--- src/core/protect_pkg.sv ---
// Constants for the battery fault latch protection block.
// Assumes a 20 MHz core clock and a 32-bit AXI4-Lite register port.
package protect_pkg;

  // Time base
  localparam int CLK_PERIOD_NS = 50;
  localparam int ONE_SECOND_NS = 1_000_000_000;
  localparam int SECOND_CYCLES = ONE_SECOND_NS / CLK_PERIOD_NS;
  localparam int TICK_W        = 25;

  // Register byte offsets
  localparam logic [11:0] OFS_CTRL      = 12'h000;
  localparam logic [11:0] OFS_T3_CFG    = 12'h004;
  localparam logic [11:0] OFS_OCD_REC   = 12'h008;
  localparam logic [11:0] OFS_OCL_CFG   = 12'h00c;
  localparam logic [11:0] OFS_OCL_REC   = 12'h010;
  localparam logic [11:0] OFS_SCL_CFG   = 12'h014;
  localparam logic [11:0] OFS_SCL_REC   = 12'h018;
  localparam logic [11:0] OFS_OTC_CFG   = 12'h01c;
  localparam logic [11:0] OFS_OTD_CFG   = 12'h020;
  localparam logic [11:0] OFS_STATUS    = 12'h024;

  // Register indices (offset / 4)
  localparam int NUM_CFG     = 9;
  localparam int IDX_CTRL    = 0;
  localparam int IDX_T3_CFG  = 1;
  localparam int IDX_OCD_REC = 2;
  localparam int IDX_OCL_CFG = 3;
  localparam int IDX_OCL_REC = 4;
  localparam int IDX_SCL_CFG = 5;
  localparam int IDX_SCL_REC = 6;
  localparam int IDX_OTC_CFG = 7;
  localparam int IDX_OTD_CFG = 8;
  localparam logic [3:0] IDX_STATUS = 4'h9;

  // Field positions
  localparam int CTRL_OCL_EN = 0;
  localparam int CTRL_SCL_EN = 1;
  localparam int FLD_B0      = 0;
  localparam int FLD_B1      = 8;
  localparam int FLD_B2      = 16;
  localparam int ST_T3       = 0;
  localparam int ST_OCL      = 1;
  localparam int ST_SCL      = 2;
  localparam int ST_OTC      = 3;
  localparam int ST_OTD      = 4;
  localparam int ST_OCD_REC  = 5;
  localparam int ST_OCL_CNT  = 8;
  localparam int ST_SCL_CNT  = 16;

  // Reset values, highest index first
  localparam logic [NUM_CFG-1:0][31:0] CFG_RESET = {
    32'h0037_023c,  // DISCHARGE_OVERTEMPERATURE: trip 60, delay 2 s, recover 55
    32'h0032_0237,  // CHARGE_OVERTEMPERATURE: trip 55, delay 2 s, recover 50
    32'h0000_00c8,  // SCL recovery threshold 200 mA
    32'h000f_0a00,  // SCL: limit 0, dec 10 s, recovery 15 s
    32'h0000_00c8,  // OCL recovery threshold 200 mA
    32'h000f_0a00,  // OCL: limit 0, dec 10 s, recovery 15 s
    32'h0000_00c8,  // Shared discharge overcurrent recovery 200 mA
    32'h0002_f060,  // Tier three: trip -4000, delay 2 s
    32'h0000_0000   // Current recovery enables off
  };
  localparam logic [NUM_CFG-1:0][31:0] CFG_MASK = {
    32'h00ff_ffff, 32'h00ff_ffff, 32'h0000_ffff, 32'h00ff_ffff, 32'h0000_ffff,
    32'h00ff_ffff, 32'h0000_ffff, 32'h00ff_ffff, 32'h0000_0003
  };

  // Persistence timer slots
  localparam int NUM_TIMERS = 10;
  localparam int TM_T3      = 0;
  localparam int TM_OCD_REC = 1;
  localparam int TM_OCL_REC = 2;
  localparam int TM_SCL_REC = 3;
  localparam int TM_OTC_SET = 4;
  localparam int TM_OTC_REC = 5;
  localparam int TM_OTD_SET = 6;
  localparam int TM_OTD_REC = 7;
  localparam int TM_OCL_DEC = 8;
  localparam int TM_SCL_DEC = 9;

  localparam logic [7:0] CNT_MAX     = 8'hff;
  localparam logic [1:0] RESP_OKAY   = 2'h0;
  localparam logic [1:0] RESP_SLVERR = 2'h2;

endpackage : protect_pkg

--- src/core/battery_fault_latch_protect.sv ---
// Protection decisions for a battery monitor: tier three discharge overcurrent,
// discharge overcurrent and short-circuit latches, charge/discharge overtemperature.
// Assumes current and temperature are synchronous to CORE_CLK_I and that
// detector events are one-cycle pulses.
//
// How it works
// [RL1] Tier three overcurrent fault sets after condition persists 0..255 s, default 2.
// [RL2] Shared 200 mA threshold; current at or above it for recovery time clears.
// [RL3] Every overcurrent event bumps an 8-bit latch count; reaching limit raises fault.
// [RL4] Nonzero latch counts drop by one each programmed delay, default 10 s.
// [RL5] Overcurrent latch clears when current stays at/above 200 mA for 15 s.
// [RL6] Latch current recovery works only while its enable bit is set.
// [RL7] Every short-circuit event bumps an 8-bit latch count; reaching limit raises fault.
// [RL8] Short-circuit latch clears when current stays at/above 200 mA for its time.
// [RL9] Charge overtemperature trips at max cell temp at/above signed threshold, default 55.
// [RL10] Charge overtemperature delay programmable 0..255 s, default 2 s.
// [RL11] Charge overtemperature check ignores current direction.
// [RL12] Charge overtemperature recovers at/below 50 C for the general recovery time.
// [RL13] Discharge overtemperature trips at/above 60 C for its delay.
// [RL14] Discharge overtemperature delay programmable 0..255 s, default 2 s.
// [RL15] Discharge overtemperature check ignores whether current flows.
// [RL16] Discharge overtemperature recovers at/below 55 C for the general recovery time.
// [RL17] Persistence timers count whole seconds and restart when the condition lapses.
// [RL18] General recovery time is an 8-bit input in seconds, shared by non-latch recoveries.
//
// The AXI4-Lite interface to the registers and the placing of the registers were chosen for this implementation.
`timescale 1ns/10ps
`default_nettype none
module battery_fault_latch_protect
  import protect_pkg::*;
#(
  parameter int TICK_CYCLES = SECOND_CYCLES
)
(
  input  wire logic        CORE_CLK_I,
  input  wire logic        RST_N_I,
  // AXI4-Lite slave
  input  wire logic [11:0] S_AXI_AWADDR_I,
  input  wire logic        S_AXI_AWVALID_I,
  output logic             S_AXI_AWREADY_O,
  input  wire logic [31:0] S_AXI_WDATA_I,
  input  wire logic [3:0]  S_AXI_WSTRB_I,
  input  wire logic        S_AXI_WVALID_I,
  output logic             S_AXI_WREADY_O,
  output logic [1:0]       S_AXI_BRESP_O,
  output logic             S_AXI_BVALID_O,
  input  wire logic        S_AXI_BREADY_I,
  input  wire logic [11:0] S_AXI_ARADDR_I,
  input  wire logic        S_AXI_ARVALID_I,
  output logic             S_AXI_ARREADY_O,
  output logic [31:0]      S_AXI_RDATA_O,
  output logic [1:0]       S_AXI_RRESP_O,
  output logic             S_AXI_RVALID_O,
  input  wire logic        S_AXI_RREADY_I,
  // Measurements and detector events
  input  wire logic [15:0] CURRENT_I,
  input  wire logic [7:0]  MAX_CELL_TEMP_I,
  input  wire logic        DISCHARGE_OVERCURRENT_EVENT_I,
  input  wire logic        DISCHARGE_SHORT_CIRCUIT_EVENT_I,
  input  wire logic [7:0]  RECOVERY_TIME_I,
  // Fault and recovery flags
  output logic             DISCHARGE_OVERCURRENT_TIER_THREE_FAULT_O,
  output logic             DISCHARGE_OVERCURRENT_RECOVERED_O,
  output logic             DISCHARGE_OVERCURRENT_LATCH_FAULT_O,
  output logic             DISCHARGE_SHORT_CIRCUIT_LATCH_FAULT_O,
  output logic             CHARGE_OVERTEMPERATURE_FAULT_O,
  output logic             DISCHARGE_OVERTEMPERATURE_FAULT_O
);

  localparam logic [TICK_W-1:0] TICK_LAST = TICK_W'(TICK_CYCLES - 1);

  typedef struct packed {
    logic [NUM_CFG-1:0][31:0] cfg;
    logic [TICK_W-1:0]        tick_cnt;
    logic                     tick;
    logic [11:0]              awaddr;
    logic                     aw_full;
    logic [31:0]              wdata;
    logic [3:0]               wstrb;
    logic                     w_full;
    logic                     bvalid;
    logic [1:0]               bresp;
    logic                     rvalid;
    logic [31:0]              rdata;
    logic [1:0]               rresp;
    logic [7:0]               ocl_cnt;
    logic [7:0]               scl_cnt;
    logic                     t3_flt;
    logic                     ocd_rec;
    logic                     ocl_flt;
    logic                     scl_flt;
    logic                     otc_flt;
    logic                     otd_flt;
  } core_state_t;

  localparam core_state_t RESET_STATE = '{cfg: CFG_RESET, default: '0};

  core_state_t q;
  core_state_t d;

  logic [NUM_TIMERS-1:0]      t_cond;
  logic [NUM_TIMERS-1:0]      t_clr;
  logic [NUM_TIMERS-1:0][7:0] t_lim;
  logic [NUM_TIMERS-1:0]      t_done;

  logic signed [15:0] cur;
  logic signed [7:0]  temp;
  logic               awready;
  logic               wready;
  logic               arready;
  logic [3:0]         wr_idx;
  logic [3:0]         rd_idx;
  logic               wr_map;
  logic               rd_map;
  logic [31:0]        status_word;

  assign cur  = $signed(CURRENT_I);
  assign temp = $signed(MAX_CELL_TEMP_I);

  // Count step with saturation at both ends; increment and decrement cancel
  function automatic logic [7:0] step_cnt(
    input logic [7:0] cnt,
    input logic       inc,
    input logic       dec
  );
    logic [7:0] r;
    r = cnt;
    if (inc && !dec && cnt != CNT_MAX) begin
      r = cnt + 8'h01;
    end else if (dec && !inc && cnt != 8'h00) begin
      r = cnt - 8'h01;
    end
    return r;
  endfunction : step_cnt

  // Persistence conditions and limits
  always_comb begin
    t_clr = '0;

    t_cond[TM_T3] = !q.t3_flt && (cur <= $signed(q.cfg[IDX_T3_CFG][15:0]));                  // [RL1]
    t_lim[TM_T3]  = q.cfg[IDX_T3_CFG][FLD_B2 +: 8];                                          // [RL1]

    t_cond[TM_OCD_REC] = cur >= $signed(q.cfg[IDX_OCD_REC][15:0]);                           // [RL2]
    t_lim[TM_OCD_REC]  = RECOVERY_TIME_I;                                                    // [RL18]

    t_cond[TM_OCL_REC] = q.ocl_flt && q.cfg[IDX_CTRL][CTRL_OCL_EN]                           // [RL6]
                         && (cur >= $signed(q.cfg[IDX_OCL_REC][15:0]));                      // [RL5]
    t_lim[TM_OCL_REC]  = q.cfg[IDX_OCL_CFG][FLD_B2 +: 8];                                    // [RL5]

    t_cond[TM_SCL_REC] = q.scl_flt && q.cfg[IDX_CTRL][CTRL_SCL_EN]                           // [RL6]
                         && (cur >= $signed(q.cfg[IDX_SCL_REC][15:0]));                      // [RL8]
    t_lim[TM_SCL_REC]  = q.cfg[IDX_SCL_CFG][FLD_B2 +: 8];                                    // [RL8]

    // Temperature checks take no notice of current direction
    t_cond[TM_OTC_SET] = !q.otc_flt && (temp >= $signed(q.cfg[IDX_OTC_CFG][FLD_B0 +: 8]));   // [RL9] [RL11]
    t_lim[TM_OTC_SET]  = q.cfg[IDX_OTC_CFG][FLD_B1 +: 8];                                    // [RL10]
    t_cond[TM_OTC_REC] = q.otc_flt && (temp <= $signed(q.cfg[IDX_OTC_CFG][FLD_B2 +: 8]));    // [RL12]
    t_lim[TM_OTC_REC]  = RECOVERY_TIME_I;                                                    // [RL18]

    t_cond[TM_OTD_SET] = !q.otd_flt && (temp >= $signed(q.cfg[IDX_OTD_CFG][FLD_B0 +: 8]));   // [RL13] [RL15]
    t_lim[TM_OTD_SET]  = q.cfg[IDX_OTD_CFG][FLD_B1 +: 8];                                    // [RL14]
    t_cond[TM_OTD_REC] = q.otd_flt && (temp <= $signed(q.cfg[IDX_OTD_CFG][FLD_B2 +: 8]));    // [RL16]
    t_lim[TM_OTD_REC]  = RECOVERY_TIME_I;                                                    // [RL18]

    // Decay timers restart after every decrement
    t_cond[TM_OCL_DEC] = q.ocl_cnt != 8'h00;                                                 // [RL4]
    t_lim[TM_OCL_DEC]  = q.cfg[IDX_OCL_CFG][FLD_B1 +: 8];                                    // [RL4]
    t_clr[TM_OCL_DEC]  = t_done[TM_OCL_DEC];                                                 // [RL4]
    t_cond[TM_SCL_DEC] = q.scl_cnt != 8'h00;                                                 // [RL4]
    t_lim[TM_SCL_DEC]  = q.cfg[IDX_SCL_CFG][FLD_B1 +: 8];                                    // [RL4]
    t_clr[TM_SCL_DEC]  = t_done[TM_SCL_DEC];                                                 // [RL4]
  end

  genvar gi;
  generate
    for (gi = 0; gi < NUM_TIMERS; gi++) begin : g_timer
      persist_timer u_timer (
        .clk_i   (CORE_CLK_I),
        .rst_n_i (RST_N_I),
        .tick_i  (q.tick),
        .cond_i  (t_cond[gi]),
        .clr_i   (t_clr[gi]),
        .limit_i (t_lim[gi]),
        .done_o  (t_done[gi])
      );
    end
  endgenerate

  // Bus decode
  assign awready = !q.aw_full && !q.bvalid;
  assign wready  = !q.w_full && !q.bvalid;
  assign arready = !q.rvalid;
  assign wr_idx  = q.awaddr[5:2];
  assign rd_idx  = S_AXI_ARADDR_I[5:2];
  assign wr_map  = (q.awaddr[11:6] == 6'h00) && (wr_idx < 4'(NUM_CFG));
  assign rd_map  = (S_AXI_ARADDR_I[11:6] == 6'h00) && (rd_idx <= IDX_STATUS);

  always_comb begin
    status_word                          = '0;
    status_word[ST_T3]                   = q.t3_flt;
    status_word[ST_OCL]                  = q.ocl_flt;
    status_word[ST_SCL]                  = q.scl_flt;
    status_word[ST_OTC]                  = q.otc_flt;
    status_word[ST_OTD]                  = q.otd_flt;
    status_word[ST_OCD_REC]              = q.ocd_rec;
    status_word[ST_OCL_CNT +: 8]         = q.ocl_cnt;
    status_word[ST_SCL_CNT +: 8]         = q.scl_cnt;
  end

  always_comb begin
    logic       ocd_ev;
    logic       scd_ev;
    logic [7:0] ocl_n;
    logic [7:0] scl_n;
    ocd_ev = 1'b0;
    scd_ev = 1'b0;
    ocl_n  = 8'h00;
    scl_n  = 8'h00;
    d      = q;

    // One-second time base
    d.tick = 1'b0;
    if (q.tick_cnt == TICK_LAST) begin
      d.tick_cnt = '0;
      d.tick     = 1'b1;
    end else begin
      d.tick_cnt = q.tick_cnt + TICK_W'(1);
    end

    // Write address and data are taken independently
    if (S_AXI_AWVALID_I && awready) begin
      d.awaddr  = S_AXI_AWADDR_I;
      d.aw_full = 1'b1;
    end
    if (S_AXI_WVALID_I && wready) begin
      d.wdata  = S_AXI_WDATA_I;
      d.wstrb  = S_AXI_WSTRB_I;
      d.w_full = 1'b1;
    end
    if (q.bvalid && S_AXI_BREADY_I) begin
      d.bvalid = 1'b0;
    end
    if (q.aw_full && q.w_full) begin
      d.aw_full = 1'b0;
      d.w_full  = 1'b0;
      d.bvalid  = 1'b1;
      d.bresp   = RESP_OKAY;
      if (wr_map) begin
        for (int b = 0; b < 4; b++) begin
          if (q.wstrb[b]) begin
            d.cfg[wr_idx][8*b +: 8] = q.wdata[8*b +: 8] & CFG_MASK[wr_idx][8*b +: 8];
          end
        end
      end else if (!((q.awaddr[11:6] == 6'h00) && (wr_idx == IDX_STATUS))) begin
        d.bresp = RESP_SLVERR;
      end
    end

    // Reads
    if (q.rvalid && S_AXI_RREADY_I) begin
      d.rvalid = 1'b0;
    end
    if (S_AXI_ARVALID_I && arready) begin
      d.rvalid = 1'b1;
      d.rresp  = rd_map ? RESP_OKAY : RESP_SLVERR;
      if (!rd_map) begin
        d.rdata = 32'h0000_0000;
      end else if (rd_idx == IDX_STATUS) begin
        d.rdata = status_word;
      end else begin
        d.rdata = q.cfg[rd_idx] & CFG_MASK[rd_idx];
      end
    end

    // Tier three fault: trip wins over shared recovery
    if (t_done[TM_T3]) begin
      d.t3_flt = 1'b1;                                                                       // [RL1]
    end else if (q.t3_flt && t_done[TM_OCD_REC]) begin
      d.t3_flt = 1'b0;                                                                       // [RL2]
    end
    d.ocd_rec = t_done[TM_OCD_REC];                                                          // [RL2]

    // Latch counters
    ocd_ev    = DISCHARGE_OVERCURRENT_EVENT_I || t_done[TM_T3];                              // [RL3]
    scd_ev    = DISCHARGE_SHORT_CIRCUIT_EVENT_I;                                             // [RL7]
    ocl_n     = step_cnt(q.ocl_cnt, ocd_ev, t_done[TM_OCL_DEC]);                             // [RL3] [RL4]
    scl_n     = step_cnt(q.scl_cnt, scd_ev, t_done[TM_SCL_DEC]);                             // [RL7] [RL4]
    d.ocl_cnt = ocl_n;
    d.scl_cnt = scl_n;

    // Latch faults: a new trip wins over a recovery in the same cycle
    if (ocd_ev && q.cfg[IDX_OCL_CFG][FLD_B0 +: 8] != 8'h00
        && ocl_n >= q.cfg[IDX_OCL_CFG][FLD_B0 +: 8]) begin
      d.ocl_flt = 1'b1;                                                                      // [RL3]
    end else if (t_done[TM_OCL_REC]) begin
      d.ocl_flt = 1'b0;                                                                      // [RL5] [RL6]
    end
    if (scd_ev && q.cfg[IDX_SCL_CFG][FLD_B0 +: 8] != 8'h00
        && scl_n >= q.cfg[IDX_SCL_CFG][FLD_B0 +: 8]) begin
      d.scl_flt = 1'b1;                                                                      // [RL7]
    end else if (t_done[TM_SCL_REC]) begin
      d.scl_flt = 1'b0;                                                                      // [RL8] [RL6]
    end

    // Overtemperature faults
    if (t_done[TM_OTC_SET]) begin
      d.otc_flt = 1'b1;                                                                      // [RL9]
    end else if (t_done[TM_OTC_REC]) begin
      d.otc_flt = 1'b0;                                                                      // [RL12]
    end
    if (t_done[TM_OTD_SET]) begin
      d.otd_flt = 1'b1;                                                                      // [RL13]
    end else if (t_done[TM_OTD_REC]) begin
      d.otd_flt = 1'b0;                                                                      // [RL16]
    end
  end

  always_ff @(posedge CORE_CLK_I or negedge RST_N_I) begin
    if (!RST_N_I) begin
      q <= RESET_STATE;
    end else begin
      q <= d;
    end
  end

  assign S_AXI_AWREADY_O = awready;
  assign S_AXI_WREADY_O  = wready;
  assign S_AXI_BVALID_O  = q.bvalid;
  assign S_AXI_BRESP_O   = q.bresp;
  assign S_AXI_ARREADY_O = arready;
  assign S_AXI_RVALID_O  = q.rvalid;
  assign S_AXI_RDATA_O   = q.rdata;
  assign S_AXI_RRESP_O   = q.rresp;

  assign DISCHARGE_OVERCURRENT_TIER_THREE_FAULT_O = q.t3_flt;
  assign DISCHARGE_OVERCURRENT_RECOVERED_O        = q.ocd_rec;
  assign DISCHARGE_OVERCURRENT_LATCH_FAULT_O      = q.ocl_flt;
  assign DISCHARGE_SHORT_CIRCUIT_LATCH_FAULT_O    = q.scl_flt;
  assign CHARGE_OVERTEMPERATURE_FAULT_O           = q.otc_flt;
  assign DISCHARGE_OVERTEMPERATURE_FAULT_O        = q.otd_flt;

endmodule : battery_fault_latch_protect
`default_nettype wire

--- src/core/persist_timer.sv ---
// Whole-second persistence timer.
// Assumes a one-cycle tick per second from the parent.
`timescale 1ns/10ps
`default_nettype none
module persist_timer
  import protect_pkg::*;
(
  input  wire logic       clk_i,
  input  wire logic       rst_n_i,
  input  wire logic       tick_i,
  input  wire logic       cond_i,
  input  wire logic       clr_i,
  input  wire logic [7:0] limit_i,
  output logic            done_o
);

  typedef struct packed {
    logic [7:0] secs;
  } tmr_state_t;

  tmr_state_t q;
  tmr_state_t d;

  always_comb begin
    d = q;
    if (!cond_i || clr_i) begin
      d.secs = 8'h00;                         // [RL17]
    end else if (tick_i && q.secs != CNT_MAX) begin
      d.secs = q.secs + 8'h01;                // [RL17]
    end
  end

  always_ff @(posedge clk_i or negedge rst_n_i) begin
    if (!rst_n_i) begin
      q <= '0;
    end else begin
      q <= d;
    end
  end

  assign done_o = cond_i && (q.secs >= limit_i);

endmodule : persist_timer
`default_nettype wire

--- config.mk ---
export PLATFORM = sky130hd
export DESIGN_NAME = battery_fault_latch_protect
export DESIGN_NICKNAME = d
export VERILOG_FILES = /design/src/core/protect_pkg.sv /design/src/core/battery_fault_latch_protect.sv /design/src/core/persist_timer.sv
export SDC_FILE = /design/constraint.sdc
export NUM_CORES = 1
export LEC_CHECK = 0
export ABC_AREA = 1
export BUFFER_PORTS_ARGS = -buffer_cell sky130_fd_sc_hd__buf_2
export CORE_MARGIN = 10
export CORE_UTILIZATION = 45
export CTS_BUF_LIST = sky130_fd_sc_hd__clkbuf_8
export DETAILED_ROUTE_END_ITERATION = 7
export PLACE_DENSITY_LB_ADDON = 0.12
export SYNTH_ARGS = -nofsm -noshare
export SYNTH_HDL_FRONTEND = slang
export SYNTH_HIERARCHICAL = 1
export SYNTH_SLANG_ARGS = --single-unit
--- constraint.sdc ---
create_clock -name CORE_CLK_I -period 3.1 [get_ports CORE_CLK_I]
set_input_delay 0.31 -clock CORE_CLK_I [delete_from_list [all_inputs] [get_ports CORE_CLK_I]]
set_output_delay 0.31 -clock CORE_CLK_I [all_outputs]
set_load 0.005 [all_outputs]
==> PnR_summary.wiki, run 1 <==
{| class="wikitable"
! Metric !! Value
|-
| Slew Limit Headroom || 0.489
|-
| Global-route wire length before repair || 114,000 microns
|-
| Number of antenna violations at the first check in global routing || 4
|-
| GRT Overall Usage || 0.226
|-
| Sum of negative setup slack || -0.259 ns
|-
| Post-route antenna net violation count || 0
|-
| Skew final || just over 0.03 ns
|-
| R2r worst-path depth || 26
|-
| Total global routing overflow || 0
|-
| Area inside the core boundary || 52,700 sq um
|-
| Floorplan die area || 62,800 sq um
|-
| Areal power density over the cells || 506 nW/um^2
|-
| Width of the die || 251 microns
|-
| Register-to-register setup slack || -0.26 ns
|-
| Sequential share of power || 0.384
|-
| DR iter-0 viols || 1,570
|-
| Number of H-tree levels || 3
|-
| Critical path required time || 3.68 ns
|-
| Average footprint of a synthesized cell || 7.98 sq um
|-
| Master cell of the clock root buffer || sky130_fd_sc_hd__clkbuf_8
|-
| Number of rows in the core area || 84
|-
| Yosys cell types || 49
|-
| Endpoint of the worst setup timing path || DISCHARGE_OVERCURRENT_LATCH_FAULT_O
|-
| Post-synth top area cell || sky130_fd_sc_hd__dfrtp_1
|-
| Initial Util || 0.455
|-
| DRC violation count after routing || 0
|-
| Endpoint of the worst-slack reg-to-reg timing path || DISCHARGE_OVERCURRENT_LATCH_FAULT_O
|-
| Most frequent cell after synthesis || sky130_fd_sc_hd__nand2_1
|-
| Number of synthesized flops with an enable pin || 0
|-
| Combinational power share || 0.242
|-
| Upper clock frequency limit || 0.298 GHz
|-
| Die extent in y || ~250 microns
|-
| Internal || ~0.0095 W
|-
| Violated checks || setup timing
|-
| Clock tree from TritonCTS || yes
|-
| Data arrival time of the worst path || 3.94 ns
|-
| Number of hold violations in the final report || 0
|-
| Final period utilization || 1.08
|-
| Worst slack after detailed placement || -0.555 ns
|-
| Gpl congestion || 0.950
|-
| Total routed wirelength || 71,900 microns
|-
| Static leakage power || roughly 14 nW
|-
| Area taken by flip-flops and latches || 9190 sq um
|-
| Avg WL per Cell || 17.8 microns
|-
| Crit start category || flop
|-
| Hold Crit Class || in2reg
|-
| Count of warnings emitted by yosys || 6
|-
| Clock-pin transition on the worst setup and hold timing paths || ~0.060 ns
|-
| Vias per Instance || 5.19
|-
| Initial DRT Pass Iterations || 7
|-
| Clock Path Buffers || 3
|-
| Worst setup margin || -0.259 ns
|-
| Count of input and output buffers || about 120
|-
| Post-DP HPWL || 54,300 microns
|-
| Final critical-path required period || 3.36 ns
|-
| Category of the critical setup timing path || reg2reg
|-
| Via count || 21,000
|-
| Most used standard cells in the synthesized netlist || sky130_fd_sc_hd__nand2_1 (716), sky130_fd_sc_hd__inv_1 (419), sky130_fd_sc_hd__dfrtp_1 (318), sky130_fd_sc_hd__ha_1 (209), sky130_fd_sc_hd__nor2_1 (186)
|-
| Cell area after synthesis || roughly 24,000 sq um
|-
| Share of flip-flops with an asynchronous set or reset after synthesis || 1.00
|-
| Layout Area Growth over Synthesis || 18.7%
|-
| Slew of the pin with the lowest slew margin || 0.764 ns
|-
| Nature of the critical path endpoint || flop
|-
| Insertion delay of the later-clocked pin in the worst-skew pair || between 0.6 and 0.7 ns
|-
| Filler instances || 5,019
|-
| Worst setup path start || q[183]
|-
| Switching Fraction || 0.342
|-
| Register bit total from synthesis || 365
|-
| Sequential-to-total area share from yosys stat || 0.384
|-
| Layout cell share with drive strength beyond 1 || 0.215
|-
| RSZ-0062 raised after global routing || yes
|-
| Area occupied by multi-input gates || 13,000 sq um
|-
| Clock buffer count from CTS || between 70 and 80
|-
| Primary FF master, synth || sky130_fd_sc_hd__dfrtp_1
|-
| Max-Cap Viols || 0
|-
| Outcome || complete, but fails checks
|-
| Switching power || 0.00492 W
|-
| Top post-synthesis cells by area || sky130_fd_sc_hd__dfrtp_1 (33%), sky130_fd_sc_hd__nand2_1 (11%), sky130_fd_sc_hd__ha_1 (11%)
|-
| TritonCTS Sinks || 365
|-
| Maximum ir drop on the vdd rail || 0.000475 V
|-
| Final layout net count || approximately 3,600
|-
| Post-synth top area share || 0.332
|-
| Worst R2R Start || q[183]
|-
| Number of cells on the worst hold path || 4
|-
| CP max FO || 5
|-
| Number of placed I/O pins || about 150
|-
| Via count of the first global-routing pass || 20,700
|-
| Count of endpoints failing setup in the final report || 1
|-
| Final max-slew violation count || 0
|-
| Largest net degree at the start of global routing || 82
|-
| Final standard cell utilization of the core || 0.539
|-
| Cell count after synthesis || 3,000
|-
| Clk pwr share || 0.374
|}
[power groups by stage]
stage,registers (W),clock network (W),logic [W]
after floorplan,0.00545,0,0.00194
after global placement,0.00557,0,0.00308
after detailed placement,0.00559,0,0.00312
after CTS,0.00551,0.00554,0.00330
after global routing,0.00556,0.00575,0.00386
final,0.00552,0.00538,0.00349
[state kept, by name, summed over array words and instances (netlist names)]
register	count
CHARGE_OVERTEMPERATURE_FAULT_O	1
DISCHARGE_OVERCURRENT_LATCH_FAULT_O	1
DISCHARGE_OVERCURRENT_RECOVERED_O	1
DISCHARGE_OVERCURRENT_TIER_THREE_FAULT_O	1
DISCHARGE_OVERTEMPERATURE_FAULT_O	1
DISCHARGE_SHORT_CIRCUIT_LATCH_FAULT_O	1
S_AXI_BRESP_O	1
S_AXI_BVALID_O	1
S_AXI_RDATA_O	24
S_AXI_RRESP_O	1
S_AXI_RVALID_O	1
g_timer.u_timer/q	80
q	251
[worst min path at each step]
stage / start / endpoint / slack [ns]
after detailed placement: RST_N_I / q[121] / 0.39
after global routing: S_AXI_ARVALID_I / S_AXI_RVALID_O / 0.13
after global placement: RST_N_I / q[122] / 0.38
after floorplan: RST_N_I / CHARGE_OVERTEMPERATURE_FAULT_O / 0.01
final: S_AXI_ARVALID_I / S_AXI_RVALID_O / 0.15
after CTS: S_AXI_ARVALID_I / S_AXI_RVALID_O / 0.1
[layout by cell type (no fill, tap or decap), types with 9 or more instances in the layout]
cell type | Yosys | final
sky130_fd_sc_hd__nor3_1 | 20 | 19
sky130_fd_sc_hd__a21oi_1 | 155 | 133
sky130_fd_sc_hd__nand3_1 | 157 | 152
sky130_fd_sc_hd__dfstp_2 | 47 | 47
sky130_fd_sc_hd__nand4_1 | 47 | 47
sky130_fd_sc_hd__nor2_4 | 20 | 22
sky130_fd_sc_hd__clkbuf_8 | 0 | 94
sky130_fd_sc_hd__o22ai_1 | 12 | 12
sky130_fd_sc_hd__nand3_2 | 20 | 22
sky130_fd_sc_hd__a21oi_2 | 0 | 22
sky130_fd_sc_hd__o21ai_2 | 78 | 83
sky130_fd_sc_hd__nand2_2 | 21 | 41
sky130_fd_sc_hd__nor4_1 | 12 | 12
sky130_fd_sc_hd__nand3b_1 | 12 | 12
sky130_fd_sc_hd__ha_1 | 209 | 200
sky130_fd_sc_hd__buf_4 | 38 | 124
sky130_fd_sc_hd__mux2_2 | 28 | 28
sky130_fd_sc_hd__dlygate4sd3_1 | 0 | 43
sky130_fd_sc_hd__xor2_1 | 68 | 67
sky130_fd_sc_hd__nand2_4 | 27 | 28
sky130_fd_sc_hd__nor2_1 | 186 | 178
sky130_fd_sc_hd__buf_2 | 12 | 123
sky130_fd_sc_hd__nand2_1 | 716 | 695
sky130_fd_sc_hd__o211ai_1 | 18 | 18
sky130_fd_sc_hd__conb_1 | 1 | 18
sky130_fd_sc_hd__inv_1 | 419 | 428
sky130_fd_sc_hd__inv_2 | 2 | 13
sky130_fd_sc_hd__ha_4 | 0 | 9
sky130_fd_sc_hd__o21ai_1 | 106 | 116
sky130_fd_sc_hd__o21ai_0 | 143 | 128
sky130_fd_sc_hd__a21o_1 | 11 | 11
sky130_fd_sc_hd__dfrtp_1 | 318 | 317
sky130_fd_sc_hd__nor2_2 | 10 | 16
[repair_timing]
item,CTS,global route
hold endpoints to repair,112,0
buffers inserted,20,6
setup endpoints to repair,2,4
resized for setup,34,87
hold buffers,43,0
cloned,2,0
pin swaps,24,36
[layout make-up]
type / instances / area share
Inverter: 424 / 0.0564
Multi-Input combinational cell: 2127 / 0.456
Sequential cell: 365 / 0.324
Clock inverter: 37 / 0.0103
Tap cell: 688 / 0.0303
Timing Repair Buffer: 303 / 0.0767
Timing Repair inverter: 1 / 0.000264
Antenna cell: 5 / 0.000440
Clock buffer: 94 / 0.0455
[metrics by stage]
step,cell area [sq um],power [W],hold slack [ns],cells
after floorplan,24000,0.00739,0.0144,3017
after global placement,25800,0.00865,0.384,3841
after detailed placement,25800,0.00871,0.390,3841
after CTS,28100,0.0143,0.0969,4037
after global routing,28400,0.0152,0.128,4042
final,28400,0.0144,0.148,4044
[per-layer routing]
layer | track usage | part of all wire | vias to the layer above
li1 | - | - | 10400
met1 | 0.302 | 0.46 | 9944
met2 | 0.352 | 0.45 | 557
met3 | 0.0441 | 0.058 | 125
met4 | 0.0921 | 0.037 | 0
met5 | 0 | 0 | -
[critical path, stage by stage, from the launching register on]
cell and delay (ns):
sky130_fd_sc_hd__dfstp_2 0.53, sky130_fd_sc_hd__inv_2 0.04, sky130_fd_sc_hd__ha_4 0.22, sky130_fd_sc_hd__a21oi_2 0.15
sky130_fd_sc_hd__o21ai_1 0.08, sky130_fd_sc_hd__a21oi_1 0.12, sky130_fd_sc_hd__buf_4 0.15, sky130_fd_sc_hd__nand2_2 0.05
sky130_fd_sc_hd__nand2_2 0.07, sky130_fd_sc_hd__nand3_4 0.08, sky130_fd_sc_hd__nand2_2 0.07, sky130_fd_sc_hd__inv_2 0.04
sky130_fd_sc_hd__nand2_2 0.06, sky130_fd_sc_hd__inv_2 0.06, sky130_fd_sc_hd__nor3b_2 0.18, sky130_fd_sc_hd__nand2_2 0.17
sky130_fd_sc_hd__clkinvlp_4 0.17, sky130_fd_sc_hd__nand2_1 0.06, sky130_fd_sc_hd__o21ai_1 0.10, sky130_fd_sc_hd__a21oi_2 0.08
sky130_fd_sc_hd__ha_1 0.29, sky130_fd_sc_hd__nand2_1 0.06, sky130_fd_sc_hd__nor2_2 0.12, sky130_fd_sc_hd__nand4_1 0.12
sky130_fd_sc_hd__o2111ai_2 0.08, sky130_fd_sc_hd__nand2_1 0.06, sky130_fd_sc_hd__o21ai_1 0.06
[cell families (layout without fill, tap and decap cells)]
logic type	count (synthesis)	in the layout	share of synthesized area
flops	365	365	0.384
xor+xnor	71	71	0.0260
mux	28	28	0.0132
fa+ha+maj	209	209	0.109
compound gates	543	544	0.132
other cells	1	23	0.000157
simple gates	1257	1257	0.241
buf+inv	526	859	0.0941
(Power assumes the default switching activity.)
==> run 2: changes to the inputs <==
CORE_UTILIZATION = 52   (was 45)
clock period = 4.3 ns   (was 3.1 ns; I/O delays follow)
==> run 2 against run 1 <==
  * The flow now finishes without violations
  * Sequential power shrank 28%
  * Total power shrank 32%
  * Clock skew grew 0.0080 ns
  * Largest cell class unchanged
  * Largest power group unchanged
  * Sequential share of layout area grew 2.0 points
  * Cell count shrank 5.4%
  * Global-route usage grew 2.8 points
  * Count of clock-buffer cells in the layout grew 5
  * Flip-flop and latch count is the same
==> PnR_summary.wiki, run 2 (same netlist as run 1, synthesis figures left out) <==
{| class="wikitable"
! Metric !! Value
|-
| Filler instances || 4,195
|-
| Most common library cell in the layout ignoring fill and taps || sky130_fd_sc_hd__nand2_1
|-
| DRC violation count after routing || 0
|-
| Largest net degree at the start of global routing || 108
|-
| Count of input and output buffers || 124
|-
| Vias per Instance || 5.38
|-
| Clock buffer count from CTS || 72
|-
| Final max-slew violation count || 0
|-
| Slew Limit Headroom || 0.335
|-
| Gpl congestion || 0.913
|-
| Master cell of the clock root buffer || sky130_fd_sc_hd__clkbuf_8
|-
| Number of rows in the core area || 78
|-
| Clock tree from TritonCTS || yes
|-
| Crit start category || flop
|-
| DR iter-0 viols || 1,683
|-
| Via count || 20,600
|-
| Max reg flops || 251
|-
| Outcome || completed
|-
| Die extent in y || between 200 and 250 microns
|-
| Number of antenna violations at the first check in global routing || 2
|-
| Width of the die || 235 microns
|-
| Nature of the critical path endpoint || flop
|-
| Slew of the pin with the lowest slew margin || 0.990 ns
|-
| Post-DP HPWL || 52,500 microns
|-
| Areal power density over the cells || 366 nW/um^2
|-
| Number of placed I/O pins || 148
|-
| Upper clock frequency limit || 0.263 GHz
|-
| Global-route wire length before repair || 110,000 microns
|-
| RSZ-0062 raised after global routing || no
|-
| Layout Area Growth over Synthesis || 11.9%
|-
| Clock Path Buffers || 3
|-
| GRT Overall Usage || 0.254
|-
| Number of hold violations in the final report || 0
|-
| Clock-pin transition on the worst setup and hold timing paths || 0.06 ns
|-
| Post CTS Setup Buffer Count || 0
|-
| Final critical-path required period || 3.80 ns
|-
| Worst setup margin || about 0.5 ns
|-
| Critical path required time || 4.85 ns
|-
| Number of H-tree levels || 3
|-
| Initial DRT Pass Iterations || 6
|-
| TritonCTS Sinks || 365
|-
| Skew final || around 0.038 ns
|-
| Via count of the first global-routing pass || 20,500
|-
| Layout cell share with drive strength beyond 1 || 0.160
|-
| Post-route antenna net violation count || 0
|-
| Floorplan die area || 55,000 sq um
|-
| Sum of negative setup slack || 0 ns
|-
| Static leakage power || 13.2 nW
|-
| CP max FO || 10
|-
| Largest reg by FF count || q
|-
| Hold Crit Class || in2reg
|-
| Total routed wirelength || 69,300 microns
|-
| Final layout net count || 3,478
|-
| Insertion delay of the later-clocked pin in the worst-skew pair || 0.67 ns
|-
| Count of endpoints failing setup in the final report || 0
|-
| Final period utilization || 0.884
|-
| Total global routing overflow || 0
|-
| Max-Cap Viols || 0
|-
| Worst slack after detailed placement || 0.357 ns
|-
| Category of the critical setup timing path || reg2reg
|-
| Initial Util || 0.526
|-
| Area inside the core boundary || between 40,000 and 50,000 sq um
|-
| Avg WL per Cell || between 15 and 20 microns
|-
| Commonest cells after routing, fill and taps aside || sky130_fd_sc_hd__nand2_1 (716), sky130_fd_sc_hd__inv_1 (442), sky130_fd_sc_hd__dfrtp_1 (317)
|-
| Maximum ir drop on the vdd rail || 0.000383 V
|-
| Data arrival time of the worst path || 4.35 ns
|}
[run 2: changes by cell type in the layout (fill, tap and decap cells not counted), moves of 9 or more]
cell                      before  now
sky130_fd_sc_hd__ha_4          9    0
sky130_fd_sc_hd__inv_1       428  442
sky130_fd_sc_hd__o21ai_0     128  143
sky130_fd_sc_hd__buf_4       124   18
sky130_fd_sc_hd__ha_1        200  209
sky130_fd_sc_hd__nand2_1     695  716
sky130_fd_sc_hd__a21oi_2      22    0
sky130_fd_sc_hd__a21oi_1     133  155
sky130_fd_sc_hd__inv_2        13    2
sky130_fd_sc_hd__nand2_2      41   21
sky130_fd_sc_hd__o21ai_1     116  106
[run 2: final timing paths]
check                             startpoint  slack [ns]  depth (start not counted)                             endpoint
max in group asynchronous            RST_N_I        2.80                          3                               q[251]
min                        S_AXI_WDATA_I[19]        0.04                          2                                q[84]
max                                   q[183]        0.50                         25  DISCHARGE_OVERCURRENT_LATCH_FAULT_O
min reg2reg                           q[111]        0.46                          1                               q[111]
min in group asynchronous            RST_N_I        0.44                          2              g_timer[7].u_timer/q[3]
max reg2reg                           q[183]        0.50                         25  DISCHARGE_OVERCURRENT_LATCH_FAULT_O
[run 2: final cells by class]
| cell class | count | area, sq um | share of cell area |
|---|---|---|---|
| multi-input combinational | 2126 | 12600 | 0.469 |
| sequential | 365 | 9190 | 0.343 |
| antenna | 2 | 5.00 | 0.000187 |
| clock buffer | 99 | 1360 | 0.0509 |
| clock inverter | 32 | 161 | 0.00603 |
| timing repair buffer | 179 | 1160 | 0.0432 |
| tap | 600 | 751 | 0.0280 |
| inverter | 424 | 1590 | 0.0594 |
[run 2: metrics by stage]
| stage | power, W | utilization | hold WS [ns] | instance area, sq um | std cells |
|---|---|---|---|---|---|
| after floorplan | 0.00533 | - | 0.134 | 24000 | 3017 |
| after CTS | 0.00988 | 0.589 | 0.00370 | 26800 | 3825 |
| after global placement | 0.00608 | 0.547 | 0.443 | 24900 | 3659 |
| after detailed placement | 0.00613 | 0.547 | 0.453 | 24900 | 3659 |
| after global routing | 0.0103 | 0.589 | 0.00412 | 26800 | 3827 |
| final | 0.00980 | 0.589 | 0.0381 | 26800 | 3827 |
[run 2: critical path, cell delays in order (launching register included)]
cell	delay (ns)
sky130_fd_sc_hd__dfstp_2	0.54
sky130_fd_sc_hd__inv_1	0.05
sky130_fd_sc_hd__ha_1	0.35
sky130_fd_sc_hd__nand2_1	0.12
sky130_fd_sc_hd__nor3_2	0.29
sky130_fd_sc_hd__nand2_1	0.11
sky130_fd_sc_hd__nand2_1	0.07
sky130_fd_sc_hd__nand2_1	0.05
sky130_fd_sc_hd__nand3_1	0.14
sky130_fd_sc_hd__nand2_1	0.07
sky130_fd_sc_hd__inv_1	0.08
sky130_fd_sc_hd__nand2_1	0.05
sky130_fd_sc_hd__inv_1	0.08
sky130_fd_sc_hd__nor3b_1	0.05
sky130_fd_sc_hd__nand2_1	0.17
sky130_fd_sc_hd__clkinv_1	0.25
sky130_fd_sc_hd__nand2_1	0.10
sky130_fd_sc_hd__o21ai_0	0.08
sky130_fd_sc_hd__a21oi_1	0.21
sky130_fd_sc_hd__ha_1	0.28
sky130_fd_sc_hd__a21oi_1	0.14
sky130_fd_sc_hd__o21ai_0	0.09
sky130_fd_sc_hd__nand2_1	0.06
sky130_fd_sc_hd__o2111ai_1	0.11
sky130_fd_sc_hd__nand2_1	0.08
sky130_fd_sc_hd__o21ai_0	0.07
[run 2: timing repair]
| action | CTS | global route |
|---|---|---|
| hold endpoints to repair | 132 | 0 |
| hold buffers | 35 | 0 |
| endpoints found under the setup margin | 0 | 1 |
| gates resized for setup | 0 | 1 |
[run 2: where the power goes]
group / switching, W / internal [W] / total, W
Combinational: 0.00149 / 0.000627 / 0.00212
Sequential: 0.000274 / 0.00373 / 0.00400
Clock: 0.00159 / 0.00210 / 0.00369
[run 2: per-layer routing]
metal | GRT usage | wire, microns | vias up
li1 | - | - | 10100
met1 | 0.334 | 30100 | 9669
met2 | 0.402 | 32000 | 668
met3 | 0.0518 | 4630 | 136
met4 | 0.105 | 2620 | 2
met5 | 0 | 7 | -
==> run 3: changes to the inputs <==
BUFFER_PORTS_ARGS = -buffer_cell sky130_fd_sc_hd__buf_4   (was -buffer_cell sky130_fd_sc_hd__buf_2)
PLACE_DENSITY = 0.72   (was not set)
PLACE_DENSITY_LB_ADDON = not set   (was 0.12)
SLEW_MARGIN = 20   (was not set)
==> run 3 against run 2 <==
  * Core utilization shrank 0.37 points
  * Combinational power about the same
  * Fmax decreased by 1.4%
  * Register-to-register slack got worse by 0.05 ns
  * Cell count down 1.2%
  * Sequential power about the same
  * Critical path type unchanged
  * Global-route usage decreased by 1.3 points
==> PnR_summary.wiki, run 3 (same netlist as run 1, synthesis figures left out) <==
{| class="wikitable"
! Metric !! Value
|-
| Largest net degree at the start of global routing || 107
|-
| DRC violation count after routing || 0
|-
| Clock-pin transition on the worst setup and hold timing paths || 0.06 ns
|-
| Areal power density over the cells || 354 nW/um^2
|-
| Initial DRT Pass Iterations || 5
|-
| Width of the die || ~230 microns
|-
| Global-route wire length before repair || approximately 110,000 microns
|-
| Outcome || completed
|-
| Maximum ir drop on the vdd rail || 0.000424 V
|-
| Total inserted antenna cells || 0
|-
| Final critical-path required period || 3.85 ns
|-
| Vias per Instance || ~5.4
|-
| GRT Overall Usage || 0.241
|-
| Final cell count without fillers || 3,781
|-
| Gpl congestion || 0.923
|-
| RSZ-0062 raised after global routing || no
|-
| Final period utilization || 0.896
|-
| Initial Util || 0.526
|-
| Avg WL per Cell || 17.4 microns
|-
| Critical path required time || 4.85 ns
|-
| Category of the critical setup timing path || reg2reg
|-
| Number of H-tree levels || 3
|-
| Sum of negative setup slack || 0 ns
|-
| Number of hold violations in the final report || 0
|-
| Number of rows in the core area || 78
|-
| Post-DP HPWL || 49,800 microns
|-
| Slew of the pin with the lowest slew margin || between 0.9 and 1 ns
|-
| Total routed wirelength || 65,900 microns
|-
| CP max FO || 15
|-
| Clock tree from TritonCTS || yes
|-
| Largest reg by FF count || q
|-
| Insertion delay of the later-clocked pin in the worst-skew pair || 0.65 ns
|-
| Post-Layout Inst Area || 26,600 sq um
|-
| Post CTS Setup Buffer Count || 0
|-
| Number of placed I/O pins || 148
|-
| Nature of the critical path endpoint || flop
|-
| Die extent in y || 235 microns
|-
| Most common library cell in the layout ignoring fill and taps || sky130_fd_sc_hd__nand2_1
|-
| Slew Limit Headroom || 0.341
|-
| Hold Crit Class || in2reg
|-
| Via count || approximately 21,000
|-
| Floorplan die area || roughly 55,000 sq um
|-
| Post-route antenna net violation count || 0
|-
| Skew final || 0.0412 ns
|-
| TritonCTS Sinks || 365
|-
| Number of antenna violations at the first check in global routing || 0
|-
| Master cell of the clock root buffer || sky130_fd_sc_hd__clkbuf_8
|-
| Count of endpoints failing setup in the final report || 0
|-
| Layout cell share with drive strength beyond 1 || 0.157
|-
| Final layout net count || around 3,400
|-
| Final standard cell utilization of the core || 0.585
|-
| Clock Path Buffers || 3
|-
| Total global routing overflow || 0
|-
| DR iter-0 viols || 1,546
|-
| Placed insts || 3,652
|-
| Area inside the core boundary || between 40,000 and 50,000 sq um
|-
| Max reg flops || 251
|-
| Cell area reported after detailed placement || 25,200 sq um
|-
| Crit start category || flop
|-
| Commonest cells after routing, fill and taps aside || sky130_fd_sc_hd__nand2_1 (715), sky130_fd_sc_hd__inv_1 (440), sky130_fd_sc_hd__dfrtp_1 (317)
|-
| Data arrival time of the worst path || 4.41 ns
|-
| Static leakage power || 13.0 nW
|-
| Max-Cap Viols || 0
|-
| Count of input and output buffers || 124
|-
| Upper clock frequency limit || 0.259 GHz
|-
| Clock buffer count from CTS || 67
|-
| Layout Area Growth over Synthesis || 11.2%
|-
| Final max-slew violation count || 0
|-
| Via count of the first global-routing pass || 20,200
|}
## run 3: cell types whose count changed in the layout (fill, tap and decap cells not counted), sizes merged, moves of 2 or more
cell and delta:
dlygate4sd3 -23, clkbuf -12, buf -7, diode -2
## run 3: worst paths after layout
| check | cells past startpoint | start | to | slack, ns |
|---|---|---|---|---|
| worst max-delay path | 23 | q[183] | DISCHARGE_OVERCURRENT_LATCH_FAULT_O | 0.45 |
| worst min-delay path | 2 | S_AXI_AWADDR_I[9] | q[107] | 0.03 |
| worst max register to register | 23 | q[183] | DISCHARGE_OVERCURRENT_LATCH_FAULT_O | 0.45 |
| worst min register to register | 1 | q[111] | q[111] | 0.46 |
| max in group asynchronous | 3 | RST_N_I | q[210] | 2.76 |
| min in group asynchronous | 2 | RST_N_I | g_timer[1].u_timer/q[5] | 0.45 |
## run 3: critical path, cell delays in order (launching register included)
cell and delay (ns):
sky130_fd_sc_hd__dfstp_2 0.54, sky130_fd_sc_hd__inv_1 0.05, sky130_fd_sc_hd__ha_1 0.34, sky130_fd_sc_hd__nand2_1 0.13, sky130_fd_sc_hd__o21ai_0 0.10, sky130_fd_sc_hd__a21oi_1 0.26
sky130_fd_sc_hd__nand2_1 0.09, sky130_fd_sc_hd__nand2_1 0.06, sky130_fd_sc_hd__nand3_1 0.15, sky130_fd_sc_hd__nand2_1 0.10, sky130_fd_sc_hd__inv_1 0.05, sky130_fd_sc_hd__nand2_1 0.06
sky130_fd_sc_hd__inv_1 0.06, sky130_fd_sc_hd__nor2_1 0.19, sky130_fd_sc_hd__nor2_1 0.08, sky130_fd_sc_hd__o31ai_2 0.25, sky130_fd_sc_hd__a21oi_1 0.30, sky130_fd_sc_hd__ha_1 0.38
sky130_fd_sc_hd__nand2_1 0.07, sky130_fd_sc_hd__nor2_1 0.14, sky130_fd_sc_hd__nand4_1 0.11, sky130_fd_sc_hd__o2111ai_1 0.11, sky130_fd_sc_hd__nand2_1 0.08, sky130_fd_sc_hd__o21ai_0 0.07
## run 3: timing repair
| item | in CTS | in global routing |
|---|---|---|
| hold endpoints to repair | 96 | 0 |
| setup endpoints to repair | 0 | 1 |
| hold buffers | 12 | 0 |
| resized for setup | 0 | 3 |
## run 3: power breakdown
part	switching (W)	internal [W]
clock	0.00152	0.00180
combinational	0.00145	0.000649
sequential	0.000281	0.00373
## run 3: layout make-up
class                      instances  area [sq um]
fill                            4117         18900
multi-input combinational       2126         12600
sequential                       365          9190
inverter                         424          1600
clock buffer                      87          1200
timing repair buffer             149          1180
tap                              600           751
clock inverter                    29           125
timing repair inverter             1          5.00
## run 3: per-layer routing
metal  GRT usage  vias to the layer above  part of all wire
li1            -                    10000                 -
met1       0.311                     9715              0.42
met2       0.383                      659              0.46
met3      0.0559                      154             0.076
met4       0.105                        0             0.042
met5           0                        -                 0
## run 3: through the flow
step	hold WS (ns)	power [W]	worst slack [ns]
6_report	0.0346	0.00942	0.445
5_1_grt	0.0131	0.00992	0.0455
4_1_cts	0.00128	0.00947	0.287
3_5_place_dp	0.456	0.00612	0.305
3_3_place_gp	0.448	0.00605	0.435
2_1_floorplan	0.134	0.00533	1.19
